### config.mk
export PLATFORM = sky130hd
export DESIGN_NAME = svr_top
export DESIGN_NICKNAME = d
export VERILOG_FILES = /design/src/svr_pkg.sv /design/src/svr_sync.sv /design/src/svr_top.sv
export VERILOG_INCLUDE_DIRS = /design/src
export SDC_FILE = /design/constraint.sdc
export NUM_CORES = 1
export LEC_CHECK = 0
export ABC_AREA = 1
export BUFFER_PORTS_ARGS = -buffer_cell sky130_fd_sc_hd__buf_2
export CAP_MARGIN = 10
export CELL_PAD_IN_SITES_DETAIL_PLACEMENT = 2
export CELL_PAD_IN_SITES_GLOBAL_PLACEMENT = 2
export CORE_MARGIN = 2
export CORE_UTILIZATION = 32
export DETAILED_ROUTE_END_ITERATION = 6
export GPL_ROUTABILITY_DRIVEN = 0
export HOLD_SLACK_MARGIN = 0.06
export PLACE_DENSITY_LB_ADDON = 0.12
export SLEW_MARGIN = 10
export SYNTH_ARGS = -nofsm -noshare
export SYNTH_HDL_FRONTEND = slang
export SYNTH_SLANG_ARGS = --single-unit
### constraint.sdc
create_clock -name clk -period 1.7 [get_ports clk]
set_input_delay 0.34 -clock clk [delete_from_list [all_inputs] [get_ports clk]]
set_output_delay 0.34 -clock clk [all_outputs]
set_load 0.03 [all_outputs]
### src/svr_regs.svh
`ifndef SVR_REGS_SVH
`define SVR_REGS_SVH

// ==========================================================
// Clock and counter sizing
`define SVR_CLK_MHZ 100
`define SVR_CNT_W 27
`define SVR_DEPTH_W 2
`define SVR_SYNC_W 4
`define SVR_MS_CYC(ms) ((ms) * 1000 * `SVR_CLK_MHZ)
`define SVR_US_CYC(us) ((us) * `SVR_CLK_MHZ)

// ==========================================================
// Durations, least values
`define SVR_HOLD_SHORT_MS 150
`define SVR_HOLD_LONG_MS 1200
`define SVR_PULSE_MS 150
`define SVR_SETTLE_MS 150
`define SVR_MIN_TRIG_US 1

// ==========================================================
// Undershoot qualification per depth code, shallow to deep
`define SVR_QUAL0_US 100
`define SVR_QUAL1_US 50
`define SVR_QUAL2_US 20
`define SVR_QUAL3_US 5

// ==========================================================
// Synchroniser bit positions
`define SVR_SB_SUPPLY 0
`define SVR_SB_TRIG 1
`define SVR_SB_DEPTH 2

`endif

### src/svr_pkg.sv
`default_nettype none
package svr_pkg;
    typedef enum logic [1:0] {
        MAN_ARMED,
        MAN_PULSE,
        MAN_SETTLE
    } svr_man_state_t;
endpackage : svr_pkg
`default_nettype wire

### src/svr_sync.sv
`timescale 1ns/1ns
`default_nettype none
module svr_sync #(
    parameter int WIDTH = 1
) (
    // Clock and reset
    input wire logic clk,
    input wire logic rst,
    // Data
    input wire logic [WIDTH-1:0] async_i,
    output logic [WIDTH-1:0] sync_o
);
    // ==========================================================
    // Two-stage synchroniser, one per bit
    genvar i;
    generate
        for (i = 0; i < WIDTH; i = i + 1) begin : g_bit
            logic meta_q;
            logic hold_q;
            always_ff @(posedge clk) begin
                if (rst) begin
                    meta_q <= 1'b0;
                    hold_q <= 1'b0;
                end else begin
                    meta_q <= async_i[i];
                    hold_q <= meta_q;
                end
            end
            assign sync_o[i] = hold_q;
        end
    endgenerate
endmodule : svr_sync
`default_nettype wire

### src/svr_top.sv
`timescale 1ns/1ns
`default_nettype none
`include "svr_regs.svh"
module svr_top import svr_pkg::*; #(
    parameter bit LONG_HOLD = 1'b0,
    parameter bit PUSH_PULL = 1'b1,
    parameter int HOLD_SHORT_CYC = `SVR_MS_CYC(`SVR_HOLD_SHORT_MS),
    parameter int HOLD_LONG_CYC = `SVR_MS_CYC(`SVR_HOLD_LONG_MS),
    parameter int PULSE_CYC = `SVR_MS_CYC(`SVR_PULSE_MS),
    parameter int SETTLE_CYC = `SVR_MS_CYC(`SVR_SETTLE_MS),
    parameter int QUAL0_CYC = `SVR_US_CYC(`SVR_QUAL0_US),
    parameter int QUAL1_CYC = `SVR_US_CYC(`SVR_QUAL1_US),
    parameter int QUAL2_CYC = `SVR_US_CYC(`SVR_QUAL2_US),
    parameter int QUAL3_CYC = `SVR_US_CYC(`SVR_QUAL3_US)
) (
    // Clock and reset
    input wire logic clk,
    input wire logic rst,
    // Supply monitor
    input wire logic supply_low,
    input wire logic [`SVR_DEPTH_W-1:0] undershoot_depth,
    // Manual trigger pin
    input wire logic manual_trigger_n,
    input wire logic manual_trigger_float,
    // Reset output pin
    output logic reset_n_o,
    output logic reset_oe
);
    localparam logic [`SVR_CNT_W-1:0] HOLD_CYC =
        LONG_HOLD ? `SVR_CNT_W'(HOLD_LONG_CYC) : `SVR_CNT_W'(HOLD_SHORT_CYC);
    localparam logic [`SVR_CNT_W-1:0] PULSE_LAST = `SVR_CNT_W'(PULSE_CYC - 1);
    localparam logic [`SVR_CNT_W-1:0] SETTLE_LAST = `SVR_CNT_W'(SETTLE_CYC - 1);
    localparam logic [`SVR_CNT_W-1:0] CNT_ZERO = `SVR_CNT_W'(0);
    localparam logic [`SVR_CNT_W-1:0] CNT_ONE = `SVR_CNT_W'(1);

    // ==========================================================
    // Input synchronisation
    logic [`SVR_SYNC_W-1:0] raw_in;
    logic [`SVR_SYNC_W-1:0] sync_in;
    logic supply_low_s;
    logic trig_n_s;
    logic [`SVR_DEPTH_W-1:0] depth_s;

    // Floating pin reads as released
    // Press synchronised active high, so the reset value is idle
    assign raw_in[`SVR_SB_TRIG] = !(manual_trigger_n | manual_trigger_float);
    assign raw_in[`SVR_SB_SUPPLY] = supply_low;
    assign raw_in[`SVR_SB_DEPTH +: `SVR_DEPTH_W] = undershoot_depth;

    svr_sync #(
        .WIDTH(`SVR_SYNC_W)
    ) u_sync (
        .clk(clk),
        .rst(rst),
        .async_i(raw_in),
        .sync_o(sync_in)
    );

    assign supply_low_s = sync_in[`SVR_SB_SUPPLY];
    assign trig_n_s = !sync_in[`SVR_SB_TRIG];
    assign depth_s = sync_in[`SVR_SB_DEPTH +: `SVR_DEPTH_W];

    // ==========================================================
    // Undershoot qualification
    logic [`SVR_CNT_W-1:0] qual_lim;
    logic [`SVR_CNT_W-1:0] qual_cnt_q;
    logic qual_low_q;

    always_comb begin
        unique case (depth_s)
            2'h0: qual_lim = `SVR_CNT_W'(QUAL0_CYC - 1);
            2'h1: qual_lim = `SVR_CNT_W'(QUAL1_CYC - 1);
            2'h2: qual_lim = `SVR_CNT_W'(QUAL2_CYC - 1);
            2'h3: qual_lim = `SVR_CNT_W'(QUAL3_CYC - 1);
        endcase
    end

    always_ff @(posedge clk) begin
        if (rst) begin
            qual_cnt_q <= CNT_ZERO;
        end else if (!supply_low_s) begin
            qual_cnt_q <= CNT_ZERO;
        end else if (qual_cnt_q < qual_lim) begin
            qual_cnt_q <= qual_cnt_q + CNT_ONE;
        end
    end

    // Undershoot must persist for the depth's limit
    always_ff @(posedge clk) begin
        if (rst) begin
            qual_low_q <= 1'b0;
        end else if (!supply_low_s) begin
            qual_low_q <= 1'b0;
        end else if (qual_cnt_q >= qual_lim) begin
            qual_low_q <= 1'b1;
        end
    end

    // ==========================================================
    // Supply recovery hold
    logic [`SVR_CNT_W-1:0] hold_cnt_q;
    logic supply_rst;

    // Power-on starts with a full hold
    always_ff @(posedge clk) begin
        if (rst) begin
            hold_cnt_q <= HOLD_CYC;
        end else if (qual_low_q) begin
            hold_cnt_q <= HOLD_CYC;
        end else if (hold_cnt_q != CNT_ZERO) begin
            hold_cnt_q <= hold_cnt_q - CNT_ONE;
        end
    end

    assign supply_rst = qual_low_q || (hold_cnt_q != CNT_ZERO);

    // ==========================================================
    // Manual one-shot
    svr_man_state_t man_state_q;
    logic trig_prev_q;
    logic trig_fall;
    logic trig_rise;
    logic [`SVR_CNT_W-1:0] pulse_cnt_q;
    logic [`SVR_CNT_W-1:0] settle_cnt_q;
    logic rise_seen_q;
    logic settle_done;

    assign trig_fall = trig_prev_q && !trig_n_s;
    assign trig_rise = !trig_prev_q && trig_n_s;
    assign settle_done = rise_seen_q && (settle_cnt_q == CNT_ZERO);

    always_ff @(posedge clk) begin
        if (rst) begin
            trig_prev_q <= 1'b1;
        end else begin
            trig_prev_q <= trig_n_s;
        end
    end

    always_ff @(posedge clk) begin
        if (rst) begin
            man_state_q <= MAN_ARMED;
        end else begin
            unique case (man_state_q)
                MAN_ARMED: begin
                    if (trig_fall) begin
                        man_state_q <= MAN_PULSE;
                    end
                end
                MAN_PULSE: begin
                    if (pulse_cnt_q == CNT_ZERO) begin
                        man_state_q <= MAN_SETTLE;
                    end
                end
                MAN_SETTLE: begin
                    if (settle_done) begin
                        man_state_q <= MAN_ARMED;
                    end
                end
            endcase
        end
    end

    // Only the arming edge loads the pulse length
    always_ff @(posedge clk) begin
        if (rst) begin
            pulse_cnt_q <= CNT_ZERO;
        end else if (man_state_q == MAN_ARMED && trig_fall) begin
            pulse_cnt_q <= PULSE_LAST;
        end else if (pulse_cnt_q != CNT_ZERO) begin
            pulse_cnt_q <= pulse_cnt_q - CNT_ONE;
        end
    end

    // Settling starts at the first rise after the assertion
    always_ff @(posedge clk) begin
        if (rst) begin
            rise_seen_q <= 1'b0;
        end else if (man_state_q == MAN_ARMED) begin
            rise_seen_q <= 1'b0;
        end else if (trig_rise) begin
            rise_seen_q <= 1'b1;
        end
    end

    always_ff @(posedge clk) begin
        if (rst) begin
            settle_cnt_q <= CNT_ZERO;
        end else if (man_state_q != MAN_ARMED && !rise_seen_q && trig_rise) begin
            settle_cnt_q <= SETTLE_LAST;
        end else if (settle_cnt_q != CNT_ZERO) begin
            settle_cnt_q <= settle_cnt_q - CNT_ONE;
        end
    end

    // ==========================================================
    // Reset output pin
    logic assert_rst;
    assign assert_rst = supply_rst || (man_state_q == MAN_PULSE);

    always_ff @(posedge clk) begin
        if (rst) begin
            reset_n_o <= 1'b0;
        end else begin
            reset_n_o <= !assert_rst;
        end
    end

    // Open-drain drives only while low
    always_ff @(posedge clk) begin
        if (rst) begin
            reset_oe <= 1'b1;
        end else begin
            reset_oe <= PUSH_PULL ? 1'b1 : assert_rst;
        end
    end

    // ==========================================================
    // Checks
    AST_SUPPLY_LOW: assert property (@(posedge clk) disable iff (rst)
        qual_low_q |=> !reset_n_o)
        else $error("Reset not low while supply qualified low");

    AST_HOLD_RELOAD: assert property (@(posedge clk) disable iff (rst)
        qual_low_q |=> (hold_cnt_q == HOLD_CYC))
        else $error("Hold counter not loaded with option value");

    AST_HOLD_KEEP: assert property (@(posedge clk) disable iff (rst)
        (!qual_low_q && hold_cnt_q != CNT_ZERO) |=> !reset_n_o)
        else $error("Reset released before recovery hold ended");

    AST_GLITCH: assert property (@(posedge clk) disable iff (rst)
        (!qual_low_q && qual_cnt_q < qual_lim) |=> !qual_low_q)
        else $error("Short undershoot qualified too early");

    AST_DEPTH_ORDER: assert property (@(posedge clk) disable iff (rst)
        (supply_low_s && depth_s == 2'h3 && qual_cnt_q >= `SVR_CNT_W'(QUAL3_CYC - 1))
        |=> qual_low_q)
        else $error("Deep undershoot not qualified after its short limit");

    AST_FALL_PULSE: assert property (@(posedge clk) disable iff (rst)
        (man_state_q == MAN_ARMED && trig_fall)
        |=> (man_state_q == MAN_PULSE && pulse_cnt_q == PULSE_LAST) ##1 !reset_n_o)
        else $error("Manual fall did not start pulse");

    AST_ONE_SHOT: assert property (@(posedge clk) disable iff (rst)
        (man_state_q == MAN_PULSE && pulse_cnt_q == CNT_ZERO)
        |=> (man_state_q == MAN_SETTLE))
        else $error("Pulse extended beyond its length");

    AST_IGNORE_FALL: assert property (@(posedge clk) disable iff (rst)
        (man_state_q != MAN_ARMED && pulse_cnt_q != CNT_ZERO)
        |=> (pulse_cnt_q == $past(pulse_cnt_q) - CNT_ONE))
        else $error("Pulse counter disturbed by a later fall");

    AST_REARM: assert property (@(posedge clk) disable iff (rst)
        (man_state_q == MAN_SETTLE && !settle_done) |=> (man_state_q == MAN_SETTLE))
        else $error("One-shot re-armed before settling ended");

    AST_SETTLE_START: assert property (@(posedge clk) disable iff (rst)
        (man_state_q != MAN_ARMED && !rise_seen_q && trig_rise)
        |=> (rise_seen_q && settle_cnt_q == SETTLE_LAST))
        else $error("Settling not timed from first rise");

    AST_OPEN_DRAIN: assert property (@(posedge clk) disable iff (rst)
        (!PUSH_PULL && reset_n_o) |-> !reset_oe)
        else $error("Open-drain output driving high");

    AST_FLOAT_HIGH: assert property (@(posedge clk) disable iff (rst)
        manual_trigger_float [*3] |-> trig_n_s)
        else $error("Floating trigger not read as high");

    AST_PULSE_END: assert property (@(posedge clk) disable iff (rst)
        (man_state_q == MAN_SETTLE && !supply_rst) |=> reset_n_o)
        else $error("Held trigger kept reset low after pulse");

    AST_SETTLE_IGNORE: assert property (@(posedge clk) disable iff (rst)
        (man_state_q == MAN_SETTLE && trig_fall) |=> (man_state_q != MAN_PULSE))
        else $error("Fall during settling started a pulse");

    AST_LOW_DRIVEN: assert property (@(posedge clk) disable iff (rst)
        !reset_n_o |-> reset_oe)
        else $error("Reset low but output not driven");

    AST_PP_DRIVE: assert property (@(posedge clk) disable iff (rst)
        PUSH_PULL |-> reset_oe)
        else $error("Push-pull output not driven");

    COV_MANUAL: cover property (@(posedge clk) disable iff (rst)
        (man_state_q == MAN_PULSE) ##1 (man_state_q == MAN_SETTLE));

    COV_REARM: cover property (@(posedge clk) disable iff (rst)
        (man_state_q == MAN_SETTLE) ##1 (man_state_q == MAN_ARMED));

    COV_SUPPLY: cover property (@(posedge clk) disable iff (rst)
        $fell(qual_low_q) ##1 !reset_n_o);

    COV_GLITCH: cover property (@(posedge clk) disable iff (rst)
        (supply_low_s && !qual_low_q) ##1 !supply_low_s);

    COV_BOUNCE: cover property (@(posedge clk) disable iff (rst)
        (man_state_q == MAN_SETTLE) && trig_fall);
endmodule : svr_top
`default_nettype wire

; ---- Word-level counts from Yosys, hierarchy flattened
; Cells that the tools add are included.
[classes]
addsub = 4
mul = 0
div_mod_pow = 0
order_cmp = 2
eq_ne = 8
shift = 0
mux = 9
bitwise_logic = 2
n_reduce_logical = 29
[op_table]
columns = operator, count
row1 = 27-bit one-hot mux with 4 select lines, 1
row2 = 24-bit two-way mux, 4
row3 = 27-bit nonzero test, 3
row4 = "27-bit by 1-bit subtractor with 27-bit output, second input constant", 3
row5 = 27-bit zero test, 2
row6 = "27-bit by 1-bit adder with 27-bit output, second input constant", 1
row7 = 27-bit greater-or-equal comparator, 1
row8 = 27-bit < comparator, 1
row9 = 2-bit OR reduction, 5
row10 = "2-bit == test, second input constant", 3
row11 = 1-bit logical AND, 6
row12 = 2-bit two-way mux, 3
row13 = "2-bit inequality test, second input constant", 3
row14 = 2-bit one-hot mux with 3 select lines, 1
row15 = 2-bit nonzero test, 3
row16 = 1-bit zero test, 5
row17 = "2-bit by 1-bit == test with 1-bit output, second input constant", 2
row18 = 2-bit zero test, 2
row19 = 3-bit AND reduction, 1
row20 = 1-bit logical OR, 2
row21 = 1-bit inverter, 1
row22 = 1-bit bitwise OR, 1
[totals]
regBits = 122
latchBits = 0
mem_bits_rw = 0
romBits = 0
inputBits = 7
out_inout_bits = 2
word_cells = 73
mem_count = 0

; ---- Longest topological paths before layout
; Gate-level depths: netlist (run 1).
[depth]
depth_word = 4
ltp_mapped = 13
ltp_nobuf = 13

; ---- Hierarchy
; A second synthesis (run 1) with hierarchy kept.
[unflattened]
cells_unflattened = 990
hier_area_um2 = 6756.5
[by_module_without_submodules]
columns = module, n_inst, cells_each, area_per_inst_um2, seq_area_each_um2
row1 = svr_top, 1, 961, 6495.0, 2282.2
row2 = svr_sync, 1, 29, 261.5, 160.2

; ---- Worst setup path after synthesis (run 1)
; Ideal clock, no wire load.
[synth_path]
path_type = register to register
from = register u_sync.g_bit[2].hold_q
to = register qual_cnt_q[8]
setup_time_ps = 70
t_arrival_ps = 1603
t_required_ps = 1630
setup_slack_ps = 27
stages_incl_launch_ff = 11
path_buffers = 1
synth_period_minus_slack_ps = 1673
path_cell_list = dfxtp_1 -> nor2_1 -> inv_1 -> ha_1 -> nand3_1 -> nor3_1 -> nand2_2 -> nand2_4 -> buf_6 -> nand2_1 -> a21oi_1
[synth_between]
elab_chain_cells = 3
word_cells_on_any_way = 6
classes_between = order compare: 1 / eq/ne: 3 / mux: 1 / reduce/logical: 1
[synth_lines]
columns = item, line_no
row1 = start: declaration, svr_sync.sv:19  ; logic hold_q;
row2 = start signal: assignment, svr_sync.sv:26  ; hold_q <= meta_q;
row3 = "2-bit == test, or another cell as far along", svr_top.sv:70  ; unique case (depth_s)
row4 = 27-bit one-hot mux with 4 select lines (*), svr_top.sv:70
row5 = 27-bit < comparator (*), svr_top.sv:83  ; end else if (qual_cnt_q < qual_lim) begin
row6 = end signal: assignment, svr_top.sv:84  ; qual_cnt_q <= qual_cnt_q + CNT_ONE;
row7 = end: declaration, svr_top.sv:66  ; logic [`SVR_CNT_W-1:0] qual_cnt_q;
; Mark *: on every way between the ends. The rest lies on a longest branch, timed or not. The select of a mux whose other input is x is not followed.
; A chain may end at the register's enable or synchronous reset.

; ---- Final worst setup path (run 1)
[layout_path]
from = register u_sync.g_bit[3].hold_q
to = register qual_cnt_q[0]
[layout_between]
elab_chain_cells = 3
word_cells_on_any_way = 6
classes_between = order compare: 1 / eq/ne: 3 / mux: 1 / reduce/logical: 1
[layout_lines]
columns = item, line_no
row1 = start: declaration, svr_sync.sv:19
row2 = start signal: assignment, svr_sync.sv:26
row3 = "2-bit == test, or another cell as far along", svr_top.sv:70
row4 = 27-bit one-hot mux with 4 select lines (*), svr_top.sv:70
row5 = 27-bit < comparator (*), svr_top.sv:83
; Marks and branches as above.

==> flow_summary.yaml, run 1 <==
drt:
  via_per_inst: 4.959
  vias: 6789
  finalWirelength_mm: 24.99
  drt_iter0_drc: 226
  drt_first_pass_iters: 4
  drtAntennaViolNets: 0
  drcViolationCount: 0
  wl_per_cell_um: 18.25
worst_setup_path:
  worst_path_dominant_cell_family: "simple AND/OR/NAND/NOR gates"
  crit_top_cell: "nor2_1"
  crit_buf_inv: 2
  crit_fanout: 6
  cp-end-kind: "register"
  setup.worst_path.class: "register to register"
  cp.arrival_ns: 2.22
  slowest_stage: "dfxtp_4"
  path_cells: "nor2_4 -> inv_2 -> ha_4 -> nand3_2 -> nor3_4 -> nand2_4 -> nand2_8 -> inv_1 -> nor2_1 -> nor2_1"
  worstSetupStartpointType: "register"
  worstPathRequired_ns: 2.01
  reg2reg_slack_ns: -0.21
  slowest_delay_ns: 0.37
placed_design:
  dpl_worst_slack_ns: -0.2136
  portBuffers: 7
  dp_hpwl_mm: 16.46
status:
  status: "finished, violations left"
  violations: "negative setup slack"
synth:
  yosys.area_share.simple_pct: 37.98
  synth_top_area_share_pct: 37.11
  yosysMostFrequentCell: "nand2_1"
  synth_fa_ha_area_share_pct: 3.802
  ys_top_cells_by_area: "dfxtp_1, nand2_1, nor2_1, nand3_1, inv_1"
  synthTopCellsByCount: "nand2_1, nor2_1, dfxtp_1"
  async_flop_share_pct: 0
  synth.yosys.seq_area_share_pct: 37.11
  synth_edf_count: 0
  ys_warn_count: 0
  synth_top_family_by_area: "simple AND/OR/NAND/NOR gates"
  synth_xor_area_share_pct: 6.521
  synth_ff_type: "dfxtp_1"
  synth.mux.area_fraction_pct: 0
  syn-cell-area_mm2: 0.006581
  synth_top_cell_by_area: "dfxtp_1"
  syn-instance-count: 977
  ys_types: 37
  ys_ff_latch: 122
  synth_compound_area_share_pct: 6.692
  avgSynthCellArea_um2: 6.736
  synth.net_count: 1004
finish:
  syn_to_final_growth_pct: 34.60
  utilization_pct: 43.78
  drive_above_1_share_pct: 25.75
  final_net_count: 1113
  antenna_cells_inserted: 0
global_routing:
  grt_pass1_wl_mm: 38.79
  grt_pass1_vias: 7216
  grt.total_usage_pct: 22.73
  grt_overflow: 0
  antenna_found_initial: 0
  grt_max_degree: 29
sta:
  drv_slew: 0
  setup-tns-final_ns: -2.534
  skew_ns: 0.009595
  rsz0062_at_grt: "yes"
  post-route-period-util_pct: 112.5
  fmax_mhz: 522.9
  fin_ws_ns: -0.2124
  final-hold-violation-count: 0
  fin_crit_ns: 1.912
  setup_viol: 16
power:
  switchingPower_mw: 6.826
  pwr-share-comb_pct: 48.9
  power_leakage_nw: 3.835
  internal_power_mw: 8.745
  switching_share_pct: 43.84
  pwr-share-clk_pct: 25.7
  p_per_area_mw_per_mm2: 1758
  seq_power_share_pct: 25.4
  ir_worst_vdd_uv: 826.0
die:
  die_y_um: 147.4
  ios: 9
  die_x_um: 147.4
  start_util_pct: 32.53
  dieArea_mm2: 0.02173
  rows: 52
  design.core.area_mm2: 0.02023
clock_tree:
  clock_latency_ns: 0.43
  cts_root_buffer: "clkbuf_16"
  cts_tree: "built"
  clock_path_buffers: 2
  numCtsBuffers: 17
  clkTransAtPathRegs_ns: 0.06
  cts_sinks: 122
  cts-htree-levels: 4
job:
  maxCapViolCount: 0
hold_path:
  holdCritPathClass: "input port to register"
timing repair:
item / in CTS / in global routing
endpoints found under the hold margin: 1 / 0
setup buffers: 3 / 8
endpoints found under the setup margin: 44 / 74
hold buffers: 1 / 0
resized for setup: 54 / 106
pin swaps: 15 / 30
cloned: 1 / 1
per-stage QoR:
step | power [mW] | cells | instance area [um^2] | hold slack, ns
final | 15.57 | 1369 | 8859 | 0.09221
after global routing | 16.79 | 1369 | 8859 | 0.08931
after CTS | 14.94 | 1360 | 8432 | 0.06616
after detailed placement | 10.48 | 1323 | 7528 | 0.4029
after global placement | 10.20 | 1323 | 7528 | 0.4042
after floorplan | 8.211 | 977 | 6581 | 0.3883
layout by cell type, fill, tap and decap left out, drive strengths merged:
master | synthesis | layout
ha | 20 | 20
o21bai | 3 | 3
dfxtp | 122 | 122
o21a | 1 | 1
nand3 | 83 | 84
nand4 | 20 | 20
conb | 1 | 1
bufinv | 0 | 4
clkinv | 3 | 10
a211oi | 1 | 1
xnor2 | 20 | 20
or2 | 8 | 8
a21oi | 64 | 64
o21ai | 14 | 14
dlygate4sd3 | 0 | 1
nor2 | 209 | 209
nor3 | 23 | 23
a311oi | 1 | 1
clkinvlp | 0 | 2
nand3b | 10 | 10
nand2 | 219 | 219
clkbuf | 9 | 19
and2 | 1 | 1
xor2 | 29 | 29
inv | 104 | 105
buf | 12 | 108
metal layers:
| layer | wire length (um) | GRT usage [%] | up-vias |
|---|---|---|---|
| met5 | 0 | 0 | - |
| met3 | 357 | 3.519 | 25 |
| li1 | - | - | 3318 |
| met4 | 316 | 6.683 | 0 |
| met1 | 11260 | 28.34 | 3397 |
| met2 | 13050 | 40.58 | 49 |
power groups by stage:
stage | combinational (mW) | clock [mW] | sequential (mW)
after floorplan | 4.43 | 0 | 3.78
after global placement | 6.31 | 0 | 3.89
after global routing | 8.56 | 4.21 | 4.02
final | 7.62 | 4.00 | 3.95
after detailed placement | 6.57 | 0 | 3.91
after CTS | 7.00 | 4.07 | 3.87
logic make-up after synthesis:
logic type / Yosys count
buf+inv: 128
compound gates: 84
flops: 122
other cells: 1
fa+ha+maj: 20
simple gates: 573
xor+xnor: 49
path summary, 6_finish.rpt:
check | from | endpoint | cells after the start
min reg2reg | u_sync.g_bit[0].meta_q$_SDFF_PP0_ | u_sync.g_bit[0].hold_q$_SDFF_PP0_ | 2
max reg2reg | u_sync.g_bit[3].hold_q$_SDFF_PP0_ | qual_cnt_q[0]$_SDFFE_PP0N_ | 10
max | u_sync.g_bit[3].hold_q$_SDFF_PP0_ | qual_cnt_q[0]$_SDFFE_PP0N_ | 10
min | manual_trigger_float | u_sync.g_bit[1].meta_q$_SDFF_PP0_ | 2
cell type report:
cell class,count,area (um^2)
clock buffers,19,442.9
well taps,270,337.8
repair inverters,1,5.005
flip-flops and latches,122,2462
repair buffers,109,849.6
fillers,2380,11380
clock inverters,13,192.7
multi-input cells,728,4159
inverters,107,409.1
state kept, by name (all words and copies together), names as in the netlist:
signal and cells:
qual_cnt_q 27, reset_n_o 1, trig_prev_q 1, u_sync.g_bit.hold_q 4, u_sync.g_bit.meta_q 4, pulse_cnt_q 27
settle_cnt_q 27, hold_cnt_q 27, qual_low_q 1, rise_seen_q 1, man_state_q 2
worst reg2reg max path: stages, from the launching register on:
cell and delay [ns]:
dfxtp_4 0.37, nor2_4 0.12, inv_2 0.06, ha_4 0.28
nand3_2 0.11, nor3_4 0.25, nand2_4 0.13, nand2_8 0.11
inv_1 0.09, nor2_1 0.18, nor2_1 0.09
No activity file was read; power rests on OpenSTA's default activity.
==> run 2, diff against run 1 <==
--- a/config.mk
+++ b/config.mk
@@ -9,12 +9,9 @@
 export ABC_AREA = 1
 export BUFFER_PORTS_ARGS = -buffer_cell sky130_fd_sc_hd__buf_2
 export CAP_MARGIN = 10
-export CELL_PAD_IN_SITES_DETAIL_PLACEMENT = 2
-export CELL_PAD_IN_SITES_GLOBAL_PLACEMENT = 2
 export CORE_MARGIN = 2
-export CORE_UTILIZATION = 32
+export CORE_UTILIZATION = 40
 export DETAILED_ROUTE_END_ITERATION = 6
-export GPL_ROUTABILITY_DRIVEN = 0
 export HOLD_SLACK_MARGIN = 0.06
 export PLACE_DENSITY_LB_ADDON = 0.12
 export SLEW_MARGIN = 10
==> run 2 against run 1 <==
  * The flow still finishes with violations (negative setup slack)
  * Fmax grew 12%
  * Critical path depth grew 2
  * Global-route usage shrank 3.5 points
  * Sequential share of layout area grew 1.5 points
  * First-iteration DRC count grew 50%
  * Register-to-register slack gained 0.20 ns
  * Setup slack gained 0.20 ns
  * Die area shrank 19%
  * Clock power shrank 8.8%
  * Combinational power shrank 20%
  * Non-clock buffer count shrank 29
  * Highest routed layer unchanged
==> flow_summary.yaml, run 2 (synthesis results as in run 1) <==
worst_setup_path:
  cp-end-kind: "register"
  cp.arrival_ns: 2.03
  crit_fanout: 8
  setup.worst_path.class: "register to register"
  worstPathRequired_ns: 2.02
  worstSetupStartpointType: "register"
  rr_worst_depth: 12
clock_tree:
  numCtsBuffers: 17
  clock_latency_ns: 0.43
  cts_tree: "built"
  cts-htree-levels: 4
  clock_path_buffers: 2
  clkTransAtPathRegs_ns: 0.06
  cts_root_buffer: "clkbuf_16"
  cts_sinks: 122
finish:
  final_cells: 1286
  drive_above_1_share_pct: 18.41
  seqCellArea_mm2: 0.002450
  final_net_count: 1084
  multi_input_area_mm2: 0.003994
  final_cell_mix: "nand2_1, nor2_1, dfxtp_1"
  fillers: 1593
  antenna_cells_inserted: 0
  syn_to_final_growth_pct: 27.24
  mostFrequentLayoutCell: "nand2_1"
  utilization_pct: 52.34
drt:
  drt_first_pass_iters: 4
  drcViolationCount: 0
  finalWirelength_mm: 16.55
  drt_iter0_drc: 340
  via_per_inst: 4.734
  drtAntennaViolNets: 0
  wl_per_cell_um: 12.87
  vias: 6088
global_routing:
  grt_overflow: 0
  antenna_found_initial: 0
  grt_pass1_wl_mm: 27.43
  grt_max_degree: 29
  grt.total_usage_pct: 19.22
  grt_pass1_vias: 5703
power:
  p_total_mw: 13.60
  power_leakage_nw: 3.609
  p_per_area_mw_per_mm2: 1624
  ir_worst_vdd_uv: 1005
sta:
  fmax_mhz: 585.1
  rsz0062_at_grt: "yes"
  skew_ns: 0.01677
  post-route-period-util_pct: 100.5
  fin_ws_ns: -0.009029
  final-hold-violation-count: 0
  drv_slew: 0
  fin_crit_ns: 1.709
  setup_viol: 3
status:
  status: "finished, violations left"
  violations: "negative setup slack"
die:
  start_util_pct: 41.13
  rows: 46
  dieArea_mm2: 0.01750
  die_y_um: 132.3
  die_x_um: 132.3
  design.core.area_mm2: 0.01600
  ios: 9
placed_design:
  dp.cells: 1243
  portBuffers: 7
  place_congestion: 0.8763
  dp_hpwl_mm: 11.55
hold_path:
  min_path_cells: 2
  holdCritPathClass: "input port to register"
job:
  maxCapViolCount: 0
run 2: cell types whose count changed in the layout (fill, tap and decap cells not counted), sizes merged:
cell	delta
clkinvlp	+1
nand2	+1
bufinv	-2
buf	-29
run 2: path summary, 6_finish.rpt:
kind                                      from                                 to  slack [ns]
min                           manual_trigger_n  u_sync.g_bit[1].meta_q$_SDFF_PP0_        0.07
max reg2reg  u_sync.g_bit[3].hold_q$_SDFF_PP0_         qual_cnt_q[0]$_SDFFE_PP0N_      -0.009
max          u_sync.g_bit[3].hold_q$_SDFF_PP0_         qual_cnt_q[0]$_SDFFE_PP0N_      -0.009
min reg2reg  u_sync.g_bit[0].meta_q$_SDFF_PP0_  u_sync.g_bit[0].hold_q$_SDFF_PP0_        0.40
run 2: cell type report:
class,instances,share of cell area [%]
inverter,107,4.796
multi-input combinational,729,47.69
clock inverter,13,1.733
timing repair buffer,80,7.889
tap,216,3.227
clock buffer,19,5.409
sequential,122,29.25
run 2: metrics by stage:
stage	setup TNS (ns)	worst slack [ns]	instance area, um^2	hold WS (ns)
after floorplan	0	0.02659	6581	0.3883
after global placement	-0.8050	-0.1004	7266	0.3921
after detailed placement	-1.261	-0.1207	7266	0.3924
after CTS	-0.09104	-0.01979	8202	0.06288
after global routing	-1.436	-0.1201	8374	0.07037
final	-0.01575	-0.009029	8374	0.06966
run 2: layer usage:
metal | GRT usage, % | part of all wire [%]
met4 | 6.033 | 0.82
met2 | 30.24 | 46
met5 | 0 | 0
met3 | 3.998 | 2.3
met1 | 26.46 | 51
run 2: critical path: stages, from the launching register on:
cell and delay [ns]:
dfxtp_4 0.36, inv_2 0.08, nand2_1 0.09, ha_4 0.29, nand3_4 0.09, buf_6 0.13
nor2_4 0.09, nor2_4 0.06, buf_4 0.15, nand2_8 0.10, inv_2 0.04, nor2_2 0.09
nor2_1 0.04
run 2: repair_timing:
action / CTS / global route
hold endpoints to repair: 1 / 0
hold buffers: 1 / 0
resized for setup: 47 / 33
setup endpoints to repair: 16 / 35
pin swaps: 29 / 15
buffers inserted: 4 / 3
gates cloned: 2 / 1
run 2: power breakdown:
| group | leakage [nW] | total, mW | switching (mW) | internal [mW] |
|---|---|---|---|---|
| logic | 2.33 | 6.08 | 3.84 | 2.24 |
| registers | 0.995 | 3.86 | 0.471 | 3.39 |
| clock network | 0.286 | 3.65 | 1.41 | 2.24 |
| total | 3.61 | 13.6 | 5.73 | 7.87 |
